$ cat src/pcg_consts.svh
`ifndef PCG_CONSTS_SVH
`define PCG_CONSTS_SVH

// Register word indices; the byte address is four times the index.
`define PCG_IDX_PLL_STATUS 15'h7011
`define PCG_IDX_HS_PRESC 15'h701A
`define PCG_IDX_LS_PRESC 15'h701B
`define PCG_IDX_GATE0 15'h701C
`define PCG_IDX_GATE1 15'h701D
`define PCG_IDX_LOW_POWER 15'h701E
`define PCG_IDX_GATE3 15'h7020
`define PCG_IDX_PLL_CTRL 15'h7021
`define PCG_IDX_SYS_STATUS 15'h7022
`define PCG_IDX_WD_COUNTER 15'h7023
`define PCG_IDX_WD_KEY 15'h7025
`define PCG_IDX_WD_CTRL 15'h7029

// Writable bits per register.
`define PCG_WMASK_ALL 16'hFFFF
`define PCG_WMASK_NONE 16'h0000
`define PCG_WMASK_GATE0 16'hFD3C

// Reset values.
`define PCG_RST_WORD 16'h0000

// Gate 0 field positions.
`define PCG_BIT_CAN_B 15
`define PCG_BIT_CAN_A 14
`define PCG_BIT_SYNC_B 13
`define PCG_BIT_SYNC_A 12
`define PCG_BIT_UART_B 11
`define PCG_BIT_UART_A 10
`define PCG_BIT_SPI 8
`define PCG_BIT_UART_C 5
`define PCG_BIT_I2C 4
`define PCG_BIT_CONVERTER 3
`define PCG_BIT_TB_SYNC 2

// Prescaler ratio field.
`define PCG_PRESC_W 3

// Gating latency in system clock cycles.
`define PCG_GATE_DELAY_CYC 2

`endif

$ cat src/pcg_pkg.sv
package pcg_pkg;

  typedef logic [15:0] pcg_word_t;

  typedef struct packed {
    logic read;
    logic write;
    logic [16:0] address;
    logic [31:0] writedata;
    logic [3:0] byteenable;
  } pcg_avs_req_s;

  typedef enum logic [1:0] {
    PCG_BUS_IDLE = 2'b00,
    PCG_BUS_ANSWER = 2'b01
  } pcg_bus_e;

endpackage

$ cat src/pcg_clock_gate.sv
// The Avalon-MM interface to the registers was chosen for this implementation.
`include "pcg_consts.svh"

module pcg_clock_gate
  import pcg_pkg::*;
#(
  parameter int NUM_REGS = 12
)
(
  // Clock and resets.
  input wire logic i_mclk,
  input wire logic i_rst,
  input wire logic i_soft_rst,
  // Write protection override from the CPU.
  input wire logic i_write_protect_override,
  // Avalon-MM slave.
  input wire pcg_avs_req_s i_avs,
  output logic [31:0] o_avs_readdata,
  output logic o_avs_waitrequest,
  // Clocks out.
  output logic o_system_clock_out,
  output logic o_i2c_clock,
  output logic [8:0] o_gated_clock,
  output logic o_low_speed_periph_clock,
  output logic o_high_speed_periph_clock,
  // Enable levels.
  output logic o_timebase_sync,
  output logic [15:0] o_gate1_en,
  output logic [15:0] o_gate3_en
);

  localparam int SLOT_GATE0 = 3;
  localparam int SLOT_GATE1 = 4;
  localparam int SLOT_GATE3 = 6;
  localparam int SLOT_PLL_CTRL = 7;
  localparam int SLOT_HS = 1;
  localparam int SLOT_LS = 2;
  localparam int SLOT_WD_COUNTER = 9;
  localparam int DLY = `PCG_GATE_DELAY_CYC;

  localparam logic [14:0] SLOT_IDX [NUM_REGS] = '{
    `PCG_IDX_PLL_STATUS, `PCG_IDX_HS_PRESC, `PCG_IDX_LS_PRESC, `PCG_IDX_GATE0,
    `PCG_IDX_GATE1, `PCG_IDX_LOW_POWER, `PCG_IDX_GATE3, `PCG_IDX_PLL_CTRL,
    `PCG_IDX_SYS_STATUS, `PCG_IDX_WD_COUNTER, `PCG_IDX_WD_KEY, `PCG_IDX_WD_CTRL
  };
  localparam logic [15:0] SLOT_MASK [NUM_REGS] = '{
    `PCG_WMASK_ALL, `PCG_WMASK_ALL, `PCG_WMASK_ALL, `PCG_WMASK_GATE0,
    `PCG_WMASK_ALL, `PCG_WMASK_ALL, `PCG_WMASK_ALL, `PCG_WMASK_ALL,
    `PCG_WMASK_ALL, `PCG_WMASK_NONE, `PCG_WMASK_ALL, `PCG_WMASK_ALL
  };
  localparam bit SLOT_PLL [NUM_REGS] = '{
    1'b1, 1'b0, 1'b0, 1'b0, 1'b0, 1'b0, 1'b0, 1'b1, 1'b0, 1'b0, 1'b0, 1'b0
  };

  // Divided clock gates: bit in gate 0 and source (0 half, 1 low, 2 high).
  localparam int NUM_GATES = 9;
  localparam int GATE_BIT [NUM_GATES] = '{
    `PCG_BIT_CAN_B, `PCG_BIT_CAN_A, `PCG_BIT_SYNC_B, `PCG_BIT_SYNC_A,
    `PCG_BIT_UART_B, `PCG_BIT_UART_A, `PCG_BIT_SPI, `PCG_BIT_UART_C,
    `PCG_BIT_CONVERTER
  };
  localparam int GATE_SRC [NUM_GATES] = '{0, 0, 1, 1, 1, 1, 1, 1, 2};

  function automatic logic [3:0] slot_of(input logic [14:0] idx);
    logic [3:0] s_found;
    s_found = 4'hF;
    for (int s = 0; s < NUM_REGS; s++)
    begin
      if (idx == SLOT_IDX[s])
      begin
        s_found = 4'(s);
      end
    end
    return s_found;
  endfunction

  pcg_bus_e bus_state_ff;
  pcg_word_t regs_ff [NUM_REGS];
  logic [47:0] gate_pipe_ff [DLY];
  logic [2:0] src_ff;
  logic [2:0] nxt_src;
  logic [`PCG_PRESC_W-1:0] div_cnt_ff [2];
  logic [3:0] hit_slot;
  logic bus_commit_wr;
  logic [15:0] be_mask;
  logic [15:0] gate0_eff;
  logic i2c_en_ff;

  assign hit_slot = (i_avs.address[1:0] == 2'b00) ? slot_of(i_avs.address[16:2]) : 4'hF;
  assign bus_commit_wr = (bus_state_ff == PCG_BUS_ANSWER) && i_avs.write;
  assign be_mask = {{8{i_avs.byteenable[1]}}, {8{i_avs.byteenable[0]}}};
  assign gate0_eff = gate_pipe_ff[DLY-1][15:0];

  // Each request is held one cycle, then answered with waitrequest low.
  always_ff @(posedge i_mclk or posedge i_rst)
  begin
    if (i_rst)
    begin
      bus_state_ff <= PCG_BUS_IDLE;
      o_avs_waitrequest <= 1'b1;
    end
    else
    begin
      case (bus_state_ff)
        PCG_BUS_IDLE:
        begin
          if (i_avs.read || i_avs.write)
          begin
            bus_state_ff <= PCG_BUS_ANSWER;
            o_avs_waitrequest <= 1'b0;
          end
        end
        PCG_BUS_ANSWER:
        begin
          bus_state_ff <= PCG_BUS_IDLE;
          o_avs_waitrequest <= 1'b1;
        end
        default:
        begin
          bus_state_ff <= PCG_BUS_IDLE;
          o_avs_waitrequest <= 1'b1;
        end
      endcase
    end
  end

  // Read data is loaded together with the answer; unmapped reads return zero.
  always_ff @(posedge i_mclk or posedge i_rst)
  begin
    if (i_rst)
    begin
      o_avs_readdata <= 32'h0000_0000;
    end
    else if (bus_state_ff == PCG_BUS_IDLE && i_avs.read)
    begin
      o_avs_readdata <= (hit_slot == 4'hF) ? 32'h0000_0000 : {16'h0000, regs_ff[hit_slot]};
    end
  end

  // The register file. PLL slots answer only to the hard reset.
  for (genvar g = 0; g < NUM_REGS; g++)
  begin : g_reg
    logic wr_ok;
    logic [15:0] wmask;
    assign wr_ok = bus_commit_wr && (hit_slot == 4'(g)) && i_write_protect_override;
    assign wmask = be_mask & SLOT_MASK[g];

    always_ff @(posedge i_mclk or posedge i_rst)
    begin
      if (i_rst)
      begin
        regs_ff[g] <= `PCG_RST_WORD;
      end
      else if (i_soft_rst && !SLOT_PLL[g])
      begin
        regs_ff[g] <= `PCG_RST_WORD;
      end
      else if (wr_ok && !i_soft_rst)
      begin
        regs_ff[g] <= (regs_ff[g] & ~wmask) | (i_avs.writedata[15:0] & wmask);
      end
    end
  end

  // Gating state trails the registers by a fixed pipeline so that a new
  // setting never reaches a peripheral before software may rely on it.
  for (genvar st = 0; st < DLY; st++)
  begin : g_pipe
    if (st == 0)
    begin : g_first
      always_ff @(posedge i_mclk or posedge i_rst)
      begin
        if (i_rst)
        begin
          gate_pipe_ff[st] <= 48'h0000_0000_0000;
        end
        else
        begin
          gate_pipe_ff[st] <= {regs_ff[SLOT_GATE3], regs_ff[SLOT_GATE1],
            regs_ff[SLOT_GATE0]};
        end
      end
    end
    else
    begin : g_next
      always_ff @(posedge i_mclk or posedge i_rst)
      begin
        if (i_rst)
        begin
          gate_pipe_ff[st] <= 48'h0000_0000_0000;
        end
        else
        begin
          gate_pipe_ff[st] <= gate_pipe_ff[st-1];
        end
      end
    end
  end

  // Half-rate source toggles every cycle.
  assign nxt_src[0] = ~src_ff[0];

  // Low and high speed sources: period is twice (ratio + 1) cycles.
  for (genvar d = 0; d < 2; d++)
  begin : g_div
    logic [`PCG_PRESC_W-1:0] ratio;
    logic wrap;
    assign ratio = regs_ff[d == 0 ? SLOT_LS : SLOT_HS][`PCG_PRESC_W-1:0];
    assign wrap = (div_cnt_ff[d] >= ratio);
    assign nxt_src[d+1] = wrap ? ~src_ff[d+1] : src_ff[d+1];

    always_ff @(posedge i_mclk or posedge i_rst)
    begin
      if (i_rst)
      begin
        div_cnt_ff[d] <= '0;
      end
      else
      begin
        div_cnt_ff[d] <= wrap ? '0 : div_cnt_ff[d] + 1'b1;
      end
    end
  end

  always_ff @(posedge i_mclk or posedge i_rst)
  begin
    if (i_rst)
    begin
      src_ff <= 3'h0;
    end
    else
    begin
      src_ff <= nxt_src;
    end
  end

  // A gated clock may only rise with its source and, once high, follows
  // the source down, so every pulse it gives is a whole one.
  for (genvar k = 0; k < NUM_GATES; k++)
  begin : g_gate
    logic en;
    logic s_now;
    logic s_nxt;
    assign en = gate0_eff[GATE_BIT[k]];
    assign s_now = src_ff[GATE_SRC[k]];
    assign s_nxt = nxt_src[GATE_SRC[k]];

    always_ff @(posedge i_mclk or posedge i_rst)
    begin
      if (i_rst)
      begin
        o_gated_clock[k] <= 1'b0;
      end
      else
      begin
        o_gated_clock[k] <= s_nxt & (o_gated_clock[k] | (en & ~s_now));
      end
    end
  end

  // The enable for the full-rate gate changes on the falling edge, while
  // the clock is low, as a latch-based gate would.
  always_ff @(negedge i_mclk or posedge i_rst)
  begin
    if (i_rst)
    begin
      i2c_en_ff <= 1'b0;
    end
    else
    begin
      i2c_en_ff <= gate0_eff[`PCG_BIT_I2C];
    end
  end

  assign o_i2c_clock = i_mclk & i2c_en_ff;
  assign o_system_clock_out = i_mclk;
  assign o_low_speed_periph_clock = src_ff[1];
  assign o_high_speed_periph_clock = src_ff[2];
  assign o_timebase_sync = gate0_eff[`PCG_BIT_TB_SYNC];
  assign o_gate1_en = gate_pipe_ff[DLY-1][31:16];
  assign o_gate3_en = gate_pipe_ff[DLY-1][47:32];

  a_gate_latency: assert property (
    @(posedge i_mclk) disable iff (i_rst)
    $changed(regs_ff[SLOT_GATE0]) |-> ##1 (gate0_eff != regs_ff[SLOT_GATE0] ||
      $past(gate0_eff) == regs_ff[SLOT_GATE0]) ##1 (gate0_eff == $past(regs_ff[SLOT_GATE0], 2)))
    else $error("gate 0 change did not take effect two cycles after the write");

  a_protect_blocks: assert property (
    @(posedge i_mclk) disable iff (i_rst)
    (bus_commit_wr && !i_write_protect_override && !i_soft_rst) |=>
      $stable(regs_ff[SLOT_GATE0]) && $stable(regs_ff[SLOT_GATE1]) &&
      $stable(regs_ff[SLOT_PLL_CTRL]))
    else $error("register changed by a write while protected");

  a_pll_survives: assert property (
    @(posedge i_mclk) disable iff (i_rst)
    i_soft_rst |=> $stable(regs_ff[SLOT_PLL_CTRL]))
    else $error("pll control changed on a soft reset");

  a_soft_clears: assert property (
    @(posedge i_mclk) disable iff (i_rst)
    i_soft_rst |=> (regs_ff[SLOT_GATE0] == 16'h0000) && (regs_ff[SLOT_GATE1] == 16'h0000))
    else $error("gate registers not cleared by a soft reset");

  a_reserved_zero: assert property (
    @(posedge i_mclk) disable iff (i_rst)
    (regs_ff[SLOT_GATE0] & ~`PCG_WMASK_GATE0) == 16'h0000)
    else $error("reserved gate 0 bit is set");

  a_answer_time: assert property (
    @(posedge i_mclk) disable iff (i_rst)
    ((i_avs.read || i_avs.write) && bus_state_ff == PCG_BUS_IDLE) |=>
      !o_avs_waitrequest ##1 o_avs_waitrequest)
    else $error("bus answer not given one cycle after the request");

  a_read_gate0: assert property (
    @(posedge i_mclk) disable iff (i_rst)
    (i_avs.read && bus_state_ff == PCG_BUS_IDLE && hit_slot == 4'(SLOT_GATE0)) |=>
      o_avs_readdata == {16'h0000, $past(regs_ff[SLOT_GATE0])})
    else $error("gate 0 read data wrong");

  a_can_b_runs: assert property (
    @(posedge i_mclk) disable iff (i_rst)
    (gate0_eff[`PCG_BIT_CAN_B] && $past(gate0_eff[`PCG_BIT_CAN_B]) &&
      $past(gate0_eff[`PCG_BIT_CAN_B], 2) && $past(gate0_eff[`PCG_BIT_CAN_B], 3)) |->
      o_gated_clock[0] != $past(o_gated_clock[0]))
    else $error("enabled CAN B clock is not at half rate");

  a_can_a_stops: assert property (
    @(posedge i_mclk) disable iff (i_rst)
    (!gate0_eff[`PCG_BIT_CAN_A] && !$past(gate0_eff[`PCG_BIT_CAN_A]) &&
      !$past(gate0_eff[`PCG_BIT_CAN_A], 2)) |-> !o_gated_clock[1])
    else $error("disabled CAN A clock still running");

  a_whole_pulse: assert property (
    @(posedge i_mclk) disable iff (i_rst)
    $rose(o_gated_clock[2]) |-> $rose(src_ff[1]))
    else $error("gated clock rose away from its source edge");

  // The two cycles after a hard reset are skipped because the history there is stale.
  a_gate_delay: assert property (
    @(posedge i_mclk) disable iff (i_rst)
    (!$past(i_rst) && !$past(i_rst, 2)) |->
      ({o_gate3_en, o_gate1_en, gate0_eff} == {$past(regs_ff[SLOT_GATE3], 2),
      $past(regs_ff[SLOT_GATE1], 2), $past(regs_ff[SLOT_GATE0], 2)}))
    else $error("gating state does not trail its register by two cycles");

  a_can_b_stops: assert property (
    @(posedge i_mclk) disable iff (i_rst)
    (!gate0_eff[`PCG_BIT_CAN_B] && !$past(gate0_eff[`PCG_BIT_CAN_B]) &&
      !$past(gate0_eff[`PCG_BIT_CAN_B], 2)) |-> !o_gated_clock[0])
    else $error("disabled CAN B clock still running");

  a_can_a_runs: assert property (
    @(posedge i_mclk) disable iff (i_rst)
    (gate0_eff[`PCG_BIT_CAN_A] && $past(gate0_eff[`PCG_BIT_CAN_A]) &&
      $past(gate0_eff[`PCG_BIT_CAN_A], 2) && $past(gate0_eff[`PCG_BIT_CAN_A], 3)) |->
      o_gated_clock[1] != $past(o_gated_clock[1]))
    else $error("enabled CAN A clock is not at half rate");

  a_counter_fixed: assert property (
    @(posedge i_mclk) disable iff (i_rst)
    regs_ff[SLOT_WD_COUNTER] == `PCG_RST_WORD)
    else $error("read-only watchdog counter slot was written");

endmodule // pcg_clock_gate

$ cat config.mk
export PLATFORM = sky130hd
export DESIGN_NAME = pcg_clock_gate
export DESIGN_NICKNAME = d
export VERILOG_FILES = /design/src/pcg_pkg.sv /design/src/pcg_clock_gate.sv
export VERILOG_INCLUDE_DIRS = /design/src /design/src/src
export SDC_FILE = /design/constraint.sdc
export NUM_CORES = 1
export LEC_CHECK = 0
export BUFFER_PORTS_ARGS = -buffer_cell sky130_fd_sc_hd__buf_2
export CORE_MARGIN = 3
export CORE_UTILIZATION = 51
export CTS_CLUSTER_DIAMETER = 150
export CTS_CLUSTER_SIZE = 10
export DETAILED_ROUTE_END_ITERATION = 6
export GPL_TIMING_DRIVEN = 0
export PLACE_DENSITY = 0.81
export SYNTH_ARGS = -nofsm -noshare
export SYNTH_HDL_FRONTEND = slang
export SYNTH_SLANG_ARGS = --single-unit
$ cat constraint.sdc
create_clock -name i_mclk -period 16.95 [get_ports i_mclk]
set_clock_uncertainty 0.05 [all_clocks]
set_input_delay 3.39 -clock i_mclk [delete_from_list [all_inputs] [get_ports i_mclk]]
set_output_delay 3.39 -clock i_mclk [all_outputs]
set_load 0.005 [all_outputs]
; ---- After elaboration in Yosys (flattened, before gate mapping)
; Cells that the tools add are included.
[word_totals]
reg_bits = 326
elab_cells = 209
in_bits = 59
[classes]
add_sub_neg = 2
order_cmp = 3
bitwise_logic = 58
n_eq_ne = 25
n_reduce_logical = 49
mux = 43
[ops]
columns = operator, count
row1 = $mux W16, 21
row2 = $and A16 B16 Y16, 13
row3 = $eq A15 B15 Y1 const B, 12
row4 = $or A16 B16 Y16, 11
row5 = $bmux W16 S4, 1
row6 = $mux W4, 13
row7 = $logic_and A1 B1 Y1, 35
row8 = $not A16 Y16, 2
row9 = $and A1 B1 Y1, 19
row10 = $reduce_bool A2 Y1, 9
row11 = $eq A4 B3 Y1 const B, 4
row12 = $eq A4 B4 Y1 const B, 4
row13 = $or A1 B1 Y1, 9
row14 = $eq A4 B2 Y1 const B, 2
row15 = $add A3 B1 Y3 const B, 2
row16 = $ge A3 B3 Y1, 2
row17 = $mux W3, 2
row18 = $ge A5 B5 Y1 const B, 1
row19 = $not A4 Y5, 1
row20 = $eq A4 B1 Y1 const B, 1
row21 = $logic_not A2 Y1, 2
row22 = $logic_not A4 Y1, 1
row23 = $mux W1, 4
row24 = $mux W2, 2
row25 = other kinds (5), 7

; ---- Logic depth before layout (Yosys ltp)
[depth]
word_depth = 20
depth_mapped = 10

==> qor.yml <==
run_status:
  status: "finished clean"
global_routing:
  grt-ovfl-total: 0
  grt_use_total_pct: 25.5
  first_global_vias: 8989
  grt_max_degree: 45
  grt_antenna_before_repair: 0
  grt_pass1_wl_um: 50700
synth:
  yosysTopAreaCellShare_pct: 59.9
  syn_area_um2: 12200
  synth_edf_count: 0
  async_flop_share_pct: 100
  synth_cells: 967
  yosys.area.top_type: "dfrtp_1"
  netlist_top_cells_count: "292 x dfrtp_1, 126 x a22o_1, 62 x nor2_1, 58 x mux2i_1"
  yosysUniqueCellTypes: 70
  ys.flop_type: "dfrtp_1"
  synth.most_common_cell: "dfrtp_1"
  synth.avg_cell_area_um2: 12.6
  synth_area_leaders: "dfrtp_1 60%, a22o_1 9.0%, mux2i_1 4.8%, buf_4 3.2%, mux2_2 3.0%"
  synth-seq-cells: 294
  ys_seq_area_share_pct: 60.3
  ys_warn_count: 0
detailed_routing:
  post-route-drc-count: 0
  post_drt_wl_per_cell_um: 22.5
  via_count: 8900
  routed_wl_um: 32600
  antenna_left: 0
  drtPass1Iterations: 5
  drt-vias-per-instance: 6.14
  dr.first_iter.drc_count: 906
timing:
  hold_violations: 0
  drv_slew: 0
  maxSlewHeadroom_pct: 17.5
  worst_pin_slew_ns: 1.23
  tns_ns: 0
  setup_violations: 0
  grt_setup_unrepaired: "no"
clocking:
  cts_tree: "yes"
  postCtsSetupBuffers: 0
  hold_buffers: 0
  clkTransAtPathRegs_ns: 0.05
  cts_resized: 0
  clock_latency_ns: 0.62
placed_design:
  dp_hpwl_um: 22200
  io_buffers: 98
  place_inst: 1400
  gp_congestion: 0.932
  place_area_um2: 13300
floorplanning:
  die_width_um: 161
  io-pin-count: 138
  core-area_um2: 23100
  rows: 55
  die_h_um: 161
  dieArea_um2: 25800
  initial_core_util_pct: 52.9
final_layout:
  fin_area_um2: 14300
  postLayoutCoreUtil_pct: 62.2
  drive_gt1_share_pct: 23.8
  area_growth_pct: 17.6
  fin_cells: 1450
  fin_nets: 1195
setup_path:
  crit_fanout: 1
  critPathSlowestCell: "dfrtn_1"
  start_kind: "flip-flop"
  path_cells: "and2_1, buf_2"
  end_kind: "output pin"
  crit_arrival_ns: 9.69
  path_class: "reg2out"
  max_stage_delay_ns: 0.37
  cp.required_ns: 13.51
pwr:
  finalPower_uw: 1470
  vdd_drop_max_mv: 0.0742
  p_leak_uw: 0.00696
  p_per_area_nw_per_um2: 102
hold_path:
  hold_class: "reg2reg"
run:
  drv_cap: 0
-- flip-flops by register name (all words and copies together), names as in the netlist --
register and count:
g_gate.en 9, bus_state_ff 1, g_div.ratio 6, o_gate1_en 16
o_gate3_en 16, regs_ff 165, o_avs_waitrequest 1, o_avs_readdata 16
o_timebase_sync 1, i2c_en_ff 1, gate_pipe_ff 43, o_gated_clock 9
src_ff 3, gate0_eff 1, div_cnt_ff 6
-- metrics by stage --
| stage | setup WS [ns] | hold WS, ns |
|---|---|---|
| final | 3.82 | 0.293 |
| after global routing | 3.77 | 0.299 |
| after CTS | 3.81 | 0.296 |
| after detailed placement | 4.33 | 0.285 |
| after global placement | -0.0754 | 0.282 |
| after floorplan | 1.29 | 0.281 |
-- placed cells by master (no fill, tap or decap), types with 4 or more instances in the layout --
cell type  Yosys  routed
a221oi_1      16      16
clkbuf_16      0      41
buf_4         52      52
nand2b_1       5       5
mux2i_1       58      58
a31oi_1       17      17
o22ai_1        7       7
a21oi_1       22      22
buf_12         0       7
clkbuf_1      27      34
and2_1        15      15
inv_1         12      11
nand2_1       52      52
a211oi_1      15      15
or3_1          4       4
o21ai_0       18      18
buf_1          8       8
dfrtp_1      292     292
a32o_1        10      10
mux2_2        32      32
ha_1           8       8
buf_2         13     111
nor2_1        62      62
a22oi_1        4       4
a21o_1         5       5
a21oi_2        4       4
nor3_1         9       9
a22o_1       126     126
conb_1         1      16
nand4b_1       5       5
-- per-layer routing --
| metal | vias to the layer above | part of all wire, % | GRT usage (%) |
|---|---|---|---|
| met5 | - | 0 | 0 |
| met4 | 0 | 4.3 | 11.8 |
| met3 | 103 | 8.8 | 6.06 |
| met2 | 487 | 47 | 40.1 |
| met1 | 4457 | 40 | 33.7 |
| li1 | 3853 | - | - |
-- worst max-delay path, delay by kind of cell (launching register included) --
kind / cells / cell delay, ns
DFF: 1 / 0.37
and+or+nand+nor: 1 / 0.10
buffers and inverters: 1 / 0.10
-- kinds of logic (layout without fill, tap and decap cells) --
| group | Yosys count | count (layout) | share of synthesized area (%) |
|---|---|---|---|
| compound gates | 269 | 269 | 17.7 |
| mux | 90 | 90 | 7.71 |
| xor+xnor | 5 | 5 | 0.359 |
| fa+ha+maj | 8 | 8 | 0.820 |
| other cells | 1 | 17 | 0.0307 |
| buf+inv | 113 | 267 | 5.27 |
| flops | 294 | 294 | 60.3 |
| simple gates | 187 | 187 | 7.79 |
-- final timing paths --
kind	startpoint	endpoint	slack, ns	cells after the start
max in group asynchronous	i_rst	i2c_en_ff	5.05	3
min in group asynchronous	i_rst	regs_ff[114]	2.83	2
setup / recovery	i2c_en_ff	o_i2c_clock	3.82	2
hold / removal	gate_pipe_ff[58]	g_gate[5].en	0.29	0
hold reg to reg	gate_pipe_ff[58]	g_gate[5].en	0.29	0
setup reg to reg	gate0_eff[4]	i2c_en_ff	7.95	0
-- cell type report --
| cell class | instances | area, um2 |
|---|---|---|
| diodes | 1 | 2.50 |
| plain buffers | 101 | 598 |
| clock buffers | 50 | 1060 |
| clock inverters | 1 | 8.76 |
| fillers | 1794 | 8710 |
| inverters | 12 | 48.8 |
| multi-input cells | 575 | 4260 |
| flip-flops and latches | 294 | 7360 |
| well taps | 313 | 392 |
| repair buffers | 103 | 621 |
-- power by group --
part / total (uW) / switching (uW) / internal (uW)
clock network: 710 / 277 / 434
logic: 53.0 / 39.6 / 13.4
registers: 704 / 0.410 / 703
(Power assumes the default switching activity.)
